File: src/dtp_defs.svh
`ifndef DTP_DEFS_SVH
`define DTP_DEFS_SVH

// APB register byte offsets
`define DTP_ADDR_CTRL      12'h000
`define DTP_ADDR_ON_DELAY  12'h004
`define DTP_ADDR_OFF_DELAY 12'h008
`define DTP_ADDR_STATUS    12'h00C
`define DTP_ADDR_ON_TIME   12'h010
`define DTP_ADDR_OFF_TIME  12'h014
`define DTP_ADDR_ON_REF    12'h018
`define DTP_ADDR_OFF_REF   12'h01C
`define DTP_ADDR_PRESCALE  12'h020

// Control field positions
`define DTP_CTRL_ON_INV     0
`define DTP_CTRL_OFF_INV    1
`define DTP_CTRL_CLR_INV    2
`define DTP_CTRL_ON_RETAIN  3
`define DTP_CTRL_OFF_RETAIN 4
`define DTP_CTRL_ON_SRC     5
`define DTP_CTRL_OFF_SRC    6
`define DTP_CTRL_ON_BASE    8
`define DTP_CTRL_OFF_BASE   10
`define DTP_CTRL_ON_SEL     16
`define DTP_CTRL_OFF_SEL    24

// Reset values
`define DTP_CTRL_RST     32'h0000_0000
`define DTP_DELAY_RST    16'h000A

// Reference value multipliers
`define DTP_MUL_MIN_BASE 60
`define DTP_MUL_SEC_BASE 100

// Time base tick: 10 ms at 100 MHz
`define DTP_CLK_PERIOD_NS 10
`define DTP_TICK_NS       10000000
`define DTP_TICK_CYCLES   (`DTP_TICK_NS / `DTP_CLK_PERIOD_NS)

`endif

File: src/dtp_pkg.sv
package dtp_pkg;
   // Time base of a timer's current time
   typedef enum logic [1:0] {
      DTP_BASE_SEC,
      DTP_BASE_MIN,
      DTP_BASE_HOUR
   } dtp_base_e;

   typedef enum logic [1:0] {
      DTP_IDLE,
      DTP_TIMING,
      DTP_HOLD
   } dtp_state_e;

   typedef logic [15:0] dtp_time_t;
endpackage

File: src/dtp_on_delay.sv
`timescale 1ns/1ns
`include "dtp_defs.svh"

module dtp_on_delay (
   // Clock and control
   input  wire logic             clk_in,
   input  wire logic             nrst_in,
   input  wire logic             en_in,
   input  wire logic             tick_in,
   input  wire logic             power_fail_in,
   input  wire logic             retain_in,
   // Trigger and delay
   input  wire logic             trg_in,
   input  wire dtp_pkg::dtp_time_t delay_in,
   // Results
   output logic                  q_out,
   output dtp_pkg::dtp_time_t    elapsed_time_out
);
   import dtp_pkg::*;

   dtp_state_e state_q, state_d;
   dtp_time_t  elapsed_q, elapsed_d;
   logic       trg_q, trg_d;
   logic       q_d;

   always_comb begin
      state_d   = state_q;
      elapsed_d = elapsed_q;
      trg_d     = trg_in;
      q_d       = q_out;
      if (power_fail_in && !retain_in) begin
         state_d   = DTP_IDLE;
         elapsed_d = '0;
         q_d       = 1'b0;
         trg_d     = 1'b0;
      end else if (power_fail_in) begin
         // Retained: everything frozen until power returns
         trg_d = trg_q;
      end else if (!trg_in) begin
         state_d   = DTP_IDLE;
         elapsed_d = '0;
         q_d       = 1'b0;
      end else if (!trg_q) begin
         state_d   = DTP_TIMING;
         elapsed_d = '0;
         q_d       = (delay_in == '0);
      end else begin
         unique case (state_q)
            DTP_IDLE: begin
               // Level held high from a retained start: resume
               state_d = DTP_TIMING;
            end
            DTP_TIMING: begin
               if (tick_in && elapsed_q != 16'hFFFF)
                  elapsed_d = elapsed_q + 16'h0001;
               if (elapsed_d >= delay_in) begin
                  state_d = DTP_HOLD;
                  q_d     = 1'b1;
               end
            end
            DTP_HOLD: begin
               q_d = 1'b1;
            end
         endcase
      end
   end

   always_ff @(posedge clk_in) begin
      if (!nrst_in) begin
         state_q          <= DTP_IDLE;
         elapsed_q        <= '0;
         trg_q            <= 1'b0;
         q_out            <= 1'b0;
      end else if (en_in) begin
         state_q          <= state_d;
         elapsed_q        <= elapsed_d;
         trg_q            <= trg_d;
         q_out            <= q_d;
      end
   end

   assign elapsed_time_out = elapsed_q;
endmodule

File: src/dtp_off_delay.sv
`timescale 1ns/1ns
`include "dtp_defs.svh"

module dtp_off_delay (
   // Clock and control
   input  wire logic             clk_in,
   input  wire logic             nrst_in,
   input  wire logic             en_in,
   input  wire logic             tick_in,
   input  wire logic             power_fail_in,
   input  wire logic             retain_in,
   // Trigger, clear and delay
   input  wire logic             trg_in,
   input  wire logic             clr_in,
   input  wire dtp_pkg::dtp_time_t delay_in,
   // Results
   output logic                  q_out,
   output dtp_pkg::dtp_time_t    elapsed_time_out
);
   import dtp_pkg::*;

   dtp_state_e state_q, state_d;
   dtp_time_t  elapsed_q, elapsed_d;
   logic       trg_q, trg_d;
   logic       q_d;

   always_comb begin
      state_d   = state_q;
      elapsed_d = elapsed_q;
      trg_d     = trg_in;
      q_d       = q_out;
      if (power_fail_in && !retain_in) begin
         state_d   = DTP_IDLE;
         elapsed_d = '0;
         q_d       = 1'b0;
         trg_d     = 1'b0;
      end else if (power_fail_in) begin
         trg_d = trg_q;
      end else if (clr_in) begin
         state_d   = DTP_IDLE;
         elapsed_d = '0;
         q_d       = 1'b0;
      end else if (trg_in) begin
         // High trigger holds the output on; a new pulse rearms the delay
         state_d   = DTP_HOLD;
         elapsed_d = '0;
         q_d       = 1'b1;
      end else if (trg_q) begin
         state_d   = DTP_TIMING;
         elapsed_d = '0;
         q_d       = (delay_in != '0);
         if (delay_in == '0)
            state_d = DTP_IDLE;
      end else begin
         unique case (state_q)
            DTP_IDLE: begin
               q_d = 1'b0;
            end
            DTP_TIMING: begin
               if (tick_in && elapsed_q != 16'hFFFF)
                  elapsed_d = elapsed_q + 16'h0001;
               if (elapsed_d >= delay_in) begin
                  state_d = DTP_IDLE;
                  q_d     = 1'b0;
               end
            end
            DTP_HOLD: begin
               // Trigger dropped while frozen: start the delay now
               state_d   = DTP_TIMING;
               elapsed_d = '0;
            end
         endcase
      end
   end

   always_ff @(posedge clk_in) begin
      if (!nrst_in) begin
         state_q   <= DTP_IDLE;
         elapsed_q <= '0;
         trg_q     <= 1'b0;
         q_out     <= 1'b0;
      end else if (en_in) begin
         state_q   <= state_d;
         elapsed_q <= elapsed_d;
         trg_q     <= trg_d;
         q_out     <= q_d;
      end
   end

   assign elapsed_time_out = elapsed_q;
endmodule

File: src/dtp_delay_timer_pair.sv
`timescale 1ns/1ns
`include "dtp_defs.svh"

module dtp_delay_timer_pair #(
   parameter int unsigned TICK_CYCLES = `DTP_TICK_CYCLES,
   parameter int unsigned NUM_SRC     = 8
) (
   // Clock, reset, enable
   input  wire logic                     clk_in,
   input  wire logic                     nrst_in,
   input  wire logic                     en_in,
   // Power state
   input  wire logic                     power_fail_in,
   // Logic inputs from other blocks and their connection flags
   input  wire logic                     on_trg_in,
   input  wire logic                     on_trg_conn_in,
   input  wire logic                     off_trg_in,
   input  wire logic                     off_trg_conn_in,
   input  wire logic                     off_clr_in,
   input  wire logic                     off_clr_conn_in,
   // Actual values of other special function blocks
   input  wire logic [NUM_SRC*16-1:0]    special_function_block_val_in,
   // APB slave
   input  wire logic                     psel,
   input  wire logic                     penable,
   input  wire logic                     pwrite,
   input  wire logic [11:0]              paddr,
   input  wire logic [31:0]              pwdata,
   output logic [31:0]                   prdata,
   output logic                          pready,
   output logic                          pslverr,
   // Outputs to other blocks
   output logic                          on_q_out,
   output logic                          off_q_out
);
   import dtp_pkg::*;

   localparam int TW = (TICK_CYCLES > 1) ? $clog2(TICK_CYCLES) : 1;

   // ==========================================================
   // Registers
   // ==========================================================
   logic [31:0] ctrl_q, ctrl_d;
   dtp_time_t   on_delay_q, on_delay_d, off_delay_q, off_delay_d;
   logic [31:0] prdata_d;
   logic        pready_d, pslverr_d;

   // ==========================================================
   // Reference value conversion
   // ==========================================================
   function automatic dtp_time_t ref_value(input dtp_time_t t, input logic [1:0] base);
      logic [15:0] mul;
      logic [31:0] full;
      mul  = (base == DTP_BASE_SEC) ? 16'(`DTP_MUL_SEC_BASE) : 16'(`DTP_MUL_MIN_BASE);
      full = 32'(t[15:8]) * 32'(mul) + 32'(t[7:0]);
      return full[15:0];
   endfunction

   function automatic dtp_time_t pick_src(input logic [7:0] sel,
                                          input logic [NUM_SRC*16-1:0] vals);
      dtp_time_t r;
      r = '0;
      for (int i = 0; i < NUM_SRC; i++) begin
         if (sel == 8'(i))
            r = vals[i*16 +: 16];
      end
      return r;
   endfunction

   // ==========================================================
   // Input conditioning
   // ==========================================================
   logic on_trg_c, off_trg_c, off_clr_c;
   assign on_trg_c  = (on_trg_in  & on_trg_conn_in)  ^ ctrl_q[`DTP_CTRL_ON_INV];
   assign off_trg_c = (off_trg_in & off_trg_conn_in) ^ ctrl_q[`DTP_CTRL_OFF_INV];
   assign off_clr_c = (off_clr_in & off_clr_conn_in) ^ ctrl_q[`DTP_CTRL_CLR_INV];

   dtp_time_t on_delay_eff, off_delay_eff;
   assign on_delay_eff  = ctrl_q[`DTP_CTRL_ON_SRC] ?
      pick_src(ctrl_q[`DTP_CTRL_ON_SEL +: 8], special_function_block_val_in) : on_delay_q;
   assign off_delay_eff = ctrl_q[`DTP_CTRL_OFF_SRC] ?
      pick_src(ctrl_q[`DTP_CTRL_OFF_SEL +: 8], special_function_block_val_in) : off_delay_q;

   // ==========================================================
   // Time base
   // ==========================================================
   logic [TW-1:0] tick_cnt_q, tick_cnt_d;
   logic          tick_q, tick_d;

   always_comb begin
      tick_d     = 1'b0;
      tick_cnt_d = tick_cnt_q;
      if (!power_fail_in) begin
         if (tick_cnt_q == TW'(TICK_CYCLES - 1)) begin
            tick_cnt_d = '0;
            tick_d     = 1'b1;
         end else begin
            tick_cnt_d = tick_cnt_q + TW'(1);
         end
      end
   end

   always_ff @(posedge clk_in) begin
      if (!nrst_in) begin
         tick_cnt_q <= '0;
         tick_q     <= 1'b0;
      end else if (en_in) begin
         tick_cnt_q <= tick_cnt_d;
         tick_q     <= tick_d;
      end
   end

   // ==========================================================
   // Timers
   // ==========================================================
   logic      on_q, off_q;
   dtp_time_t on_time, off_time;

   dtp_on_delay u_on (
      .clk_in           (clk_in),
      .nrst_in          (nrst_in),
      .en_in            (en_in),
      .tick_in          (tick_q),
      .power_fail_in    (power_fail_in),
      .retain_in        (ctrl_q[`DTP_CTRL_ON_RETAIN]),
      .trg_in           (on_trg_c),
      .delay_in         (on_delay_eff),
      .q_out            (on_q),
      .elapsed_time_out (on_time)
   );

   dtp_off_delay u_off (
      .clk_in           (clk_in),
      .nrst_in          (nrst_in),
      .en_in            (en_in),
      .tick_in          (tick_q),
      .power_fail_in    (power_fail_in),
      .retain_in        (ctrl_q[`DTP_CTRL_OFF_RETAIN]),
      .trg_in           (off_trg_c),
      .clr_in           (off_clr_c),
      .delay_in         (off_delay_eff),
      .q_out            (off_q),
      .elapsed_time_out (off_time)
   );

   // Sub-blocks register their outputs, so these are flop-driven
   assign on_q_out  = on_q;
   assign off_q_out = off_q;

   // ==========================================================
   // APB slave
   // ==========================================================
   // Zero wait states: pready rises in the access cycle after setup
   always_comb begin
      ctrl_d      = ctrl_q;
      on_delay_d  = on_delay_q;
      off_delay_d = off_delay_q;
      prdata_d    = 32'h0000_0000;
      pready_d    = 1'b0;
      pslverr_d   = 1'b0;
      if (psel && !penable) begin
         pready_d = 1'b1;
         unique case (paddr)
            `DTP_ADDR_CTRL:      prdata_d = ctrl_q;
            `DTP_ADDR_ON_DELAY:  prdata_d = {16'h0000, on_delay_q};
            `DTP_ADDR_OFF_DELAY: prdata_d = {16'h0000, off_delay_q};
            `DTP_ADDR_STATUS:    prdata_d = {30'h0000_0000, off_q, on_q};
            `DTP_ADDR_ON_TIME:   prdata_d = {16'h0000, on_time};
            `DTP_ADDR_OFF_TIME:  prdata_d = {16'h0000, off_time};
            `DTP_ADDR_ON_REF:    prdata_d = {16'h0000,
               ref_value(on_time, ctrl_q[`DTP_CTRL_ON_BASE +: 2])};
            `DTP_ADDR_OFF_REF:   prdata_d = {16'h0000,
               ref_value(off_time, ctrl_q[`DTP_CTRL_OFF_BASE +: 2])};
            `DTP_ADDR_PRESCALE:  prdata_d = 32'(TICK_CYCLES);
            default:             pslverr_d = 1'b1;
         endcase
      end
      if (psel && penable && pready && pwrite && !pslverr) begin
         unique case (paddr)
            `DTP_ADDR_CTRL:      ctrl_d      = pwdata;
            `DTP_ADDR_ON_DELAY:  on_delay_d  = pwdata[15:0];
            `DTP_ADDR_OFF_DELAY: off_delay_d = pwdata[15:0];
            default:             ctrl_d      = ctrl_q;
         endcase
      end
   end

   always_ff @(posedge clk_in) begin
      if (!nrst_in) begin
         ctrl_q      <= `DTP_CTRL_RST;
         on_delay_q  <= `DTP_DELAY_RST;
         off_delay_q <= `DTP_DELAY_RST;
         prdata      <= 32'h0000_0000;
         pready      <= 1'b0;
         pslverr     <= 1'b0;
      end else if (en_in) begin
         ctrl_q      <= ctrl_d;
         on_delay_q  <= on_delay_d;
         off_delay_q <= off_delay_d;
         prdata      <= prdata_d;
         pready      <= pready_d;
         pslverr     <= pslverr_d;
      end
   end
endmodule

File: config.mk
export PLATFORM = sky130hd
export DESIGN_NAME = dtp_delay_timer_pair
export DESIGN_NICKNAME = d
export VERILOG_FILES = /design/src/dtp_pkg.sv /design/src/dtp_on_delay.sv /design/src/dtp_off_delay.sv /design/src/dtp_delay_timer_pair.sv
export VERILOG_INCLUDE_DIRS = /design/src
export SDC_FILE = /design/constraint.sdc
export NUM_CORES = 1
export LEC_CHECK = 0
export BUFFER_PORTS_ARGS = -buffer_cell sky130_fd_sc_hd__buf_2
export CORE_MARGIN = 3
export CORE_UTILIZATION = 53
export CTS_CLUSTER_DIAMETER = 80
export DETAILED_ROUTE_END_ITERATION = 6
export PLACE_DENSITY = 0.75
export SLEW_MARGIN = 5
export SYNTH_ARGS = -nofsm -noshare
export SYNTH_HDL_FRONTEND = slang
export SYNTH_SLANG_ARGS = --single-unit
File: constraint.sdc
create_clock -name clk_in -period 5.8 [get_ports clk_in]
set_input_delay 0 -clock clk_in [delete_from_list [all_inputs] [get_ports clk_in]]
set_output_delay 0 -clock clk_in [all_outputs]
set_load 0.01 [all_outputs]
==> metrics.csv <==
metric,value,unit
status,finished clean,
"Reg clk slew, reported paths",0.07,ns
WHS Path Cells,2,
total of max-cap violations,0,
DR WL met3,5195,um
Worst Reg-to-Reg Cells,19,
width of the die,167.2,um
WP data required,6.13,ns
CORE AREA,25330,um^2
HPWL Detailed,36630,um
Final #Nets,2213,
power per cell area,157.8,nW/um^2
CTS Sinks,159,
Hold Crit Class,in2reg,
number of CTS-inserted buffers,17,
slew at the pin closest to its max-slew limit,1.073,ns
Area growth syn-to-layout,16.02,%
final hold vios,0,
IO buf count,220,
R2R Setup Slk,0.28,ns
CP Data Arrival Time,5.84,ns
Die Ht,167.2,um
"top cells by count, synth","193 x nand2_1, 165 x nor2_1, 159 x dfxtp_1",
GR Overflow Total,0,
Post-Syn Area per Cell,8.276,um^2
Worst setup EP type,flip-flop,
M1 wire length,18940,um
pre-CTS WS,0.3666,ns
share of cells above drive strength 1,0.1823,
multi-input logic area,9802,um^2
largest net degree at the start of global routing,70,
post-synthesis sequential area ratio,0.2311,
most common cell in the netlist,nand2_1,
ys async rst share,0,
Fin Clk Skew,0.01552,ns
drt first pass iters,6,
#FFs+latches synth,159,
leading area contributor after synthesis,dfxtp_1,
hold endpoint,off_delay_q[3],
drt drc,0,
Area contributors post-synth,"dfxtp_1 23%, ha_1 11%, fa_1 6.7%",
endpoints failing setup,0,
DRT antenna net count,0,
min Tclk post-route,5.516,ns
syn nets,2019,
hold_sp,nrst_in,
clk buf depth,2,
Starting Density,0.5437,
Reg2Reg Launch Point,ctrl_q[8],
critical path class,reg2reg,
initial drt markers,1459,
CP cell instances,nor2_1 > nor2_1 > fa_1 > inv_1 > fa_1 > inv_1 > fa_1 > inv_1 > fa_1 > inv_1 > ha_1 > nor2b_1 > o21a_1 > o21a_1 > o31a_1 > o41ai_1 > mux2i_1 > a221oi_1 > nor2_1,
routability cong.,0.9987,
relative slew slack,0.2771,
dominant synthesized flop cell,dfxtp_1,
final setup TNS,0,ns
Ys Warns,0,
Synth cell types,68,
first-pass GRT wire length,72860,um
Cells after Synth,1664,
Final period util,0.9510,
metal2 WL,21380,um
P_leak,6.762,nW
filler instances,2192,
FF+latch area,3187,um^2
root buffer cell,clkbuf_16,
"Slew Viols, Final",0,
Max Fclk,0.1813,GHz
final wirelength,47660,um
io pins,221,
Vias per Instance,6.251,
initial antenna violation count,2,
H-tree Lvls,4,
Worst Path Max Fanout,11,
worst-skew pair later-pin latency,0.44,ns
post-CTS sizing,0,
row count,58,
Critical-path top delay cell,fa_1,
top cell type's share of synthesized area,0.2311,
RSZ-0062 raised after global routing,no,
CTS tree,done,
die area,27950,um^2
final setup margin,0.2842,ns
Worst VDD drop,178.3,uV
Overall Power,2.522,mW
Startpoint Class,flip-flop,
highest metal used,met5,
vias,13764,
WL/cell,21.64,um
crit-path max cell delay,0.53,ns
"Cell Area, Synth",13770,um^2
Crit Reg-Reg Endpoint,prdata[14],
Min Hold Slack,0.04626,ns
vias in the first global route,13436,
Post-synth EDFFs,0,
Total Routing Usage GR,0.3289,
metrics by stage:
stage | cell area, um^2 | utilization | instances
2_1_floorplan | 13770 | - | 1664
3_3_place_gp | 15030 | 0.5936 | 2137
3_5_place_dp | 15030 | 0.5936 | 2137
4_1_cts | 15970 | 0.6307 | 2201
5_1_grt | 15980 | 0.6308 | 2202
6_report | 15980 | 0.6308 | 2202
critical path: cells and delay by family, from the launching register on:
family,cells,cell delay (ns)
multiplexers,1,0.15
AND/OR/NAND/NOR,4,0.87
adder cells (fa/ha/maj),5,2.44
flip-flops,1,0.37
buffers and inverters,4,0.21
AO/OA/AOI/OAI,5,1.37
power by group:
group / leakage, nW / internal [mW] / switching (mW)
registers: 1.28 / 1.09 / 0.00369
logic: 5.18 / 0.107 / 0.131
clock network: 0.295 / 0.625 / 0.562
total: 6.76 / 1.83 / 0.696
logic make-up after synthesis:
kind of cell / count (synthesis) / share of synthesized area
simple gates: 549 / 0.1831
buf+inv: 200 / 0.05751
compound gates: 394 / 0.1805
mux: 127 / 0.1268
fa+ha+maj: 170 / 0.1795
flops: 159 / 0.2311
xor+xnor: 65 / 0.04134
final cells by class:
class	instances	share of cell area
Tap cell	330	0.02584
Multi-Input combinational cell	1305	0.6135
Sequential cell	159	0.1995
Antenna cell	1	0.0001566
Timing Repair Buffer	270	0.09742
Clock buffer	17	0.02663
Clock inverter	15	0.01222
Inverter	105	0.02475
metal layers:
layer	global-route usage	up-vias
met5	0.01913	-
met4	0.1306	4
met3	0.08475	135
met2	0.5250	802
met1	0.4276	6487
li1	-	6336
flip-flops by register name (all words and copies together) (netlist names):
signal,cells
pslverr,1
u_off.q_out,1
u_off.state_q,2
off_delay_q,16
u_off.elapsed_time_out,16
prdata,32
u_on.q_out,1
tick_q,1
u_on.elapsed_time_out,16
tick_cnt_q,20
u_on.trg_q,1
u_on.state_q,2
on_delay_q,16
ctrl_q,32
u_off.trg_q,1
pready,1
cell usage in the layout (no fill, tap or decap), types with 31 or more instances in the layout:
master and count:
buf_2 220, nand2_1 193, nor2_1 165, dfxtp_1 156
a21oi_1 141, ha_1 124, inv_1 103, o21ai_0 80
mux2i_1 80, fa_1 46, xnor2_1 40, a22oi_1 39
mux4_2 37, nor3_1 35, dlygate4sd3_1 32, nand3_1 31
worst max path at each step:
stage,startpoint,to
3_5_place_dp,ctrl_q[8],prdata[15]
4_1_cts,ctrl_q[8],prdata[14]
2_1_floorplan,ctrl_q[8],prdata[15]
5_1_grt,ctrl_q[8],prdata[14]
6_report,ctrl_q[8],prdata[14]
3_3_place_gp,ctrl_q[8],prdata[14]
what timing repair did:
item / in CTS / in global routing
buffers inserted: 0 / 0
hold endpoints to repair: 64 / 0
hold buffers: 32 / 0
Note: power is estimated with default switching activity, not from simulation.
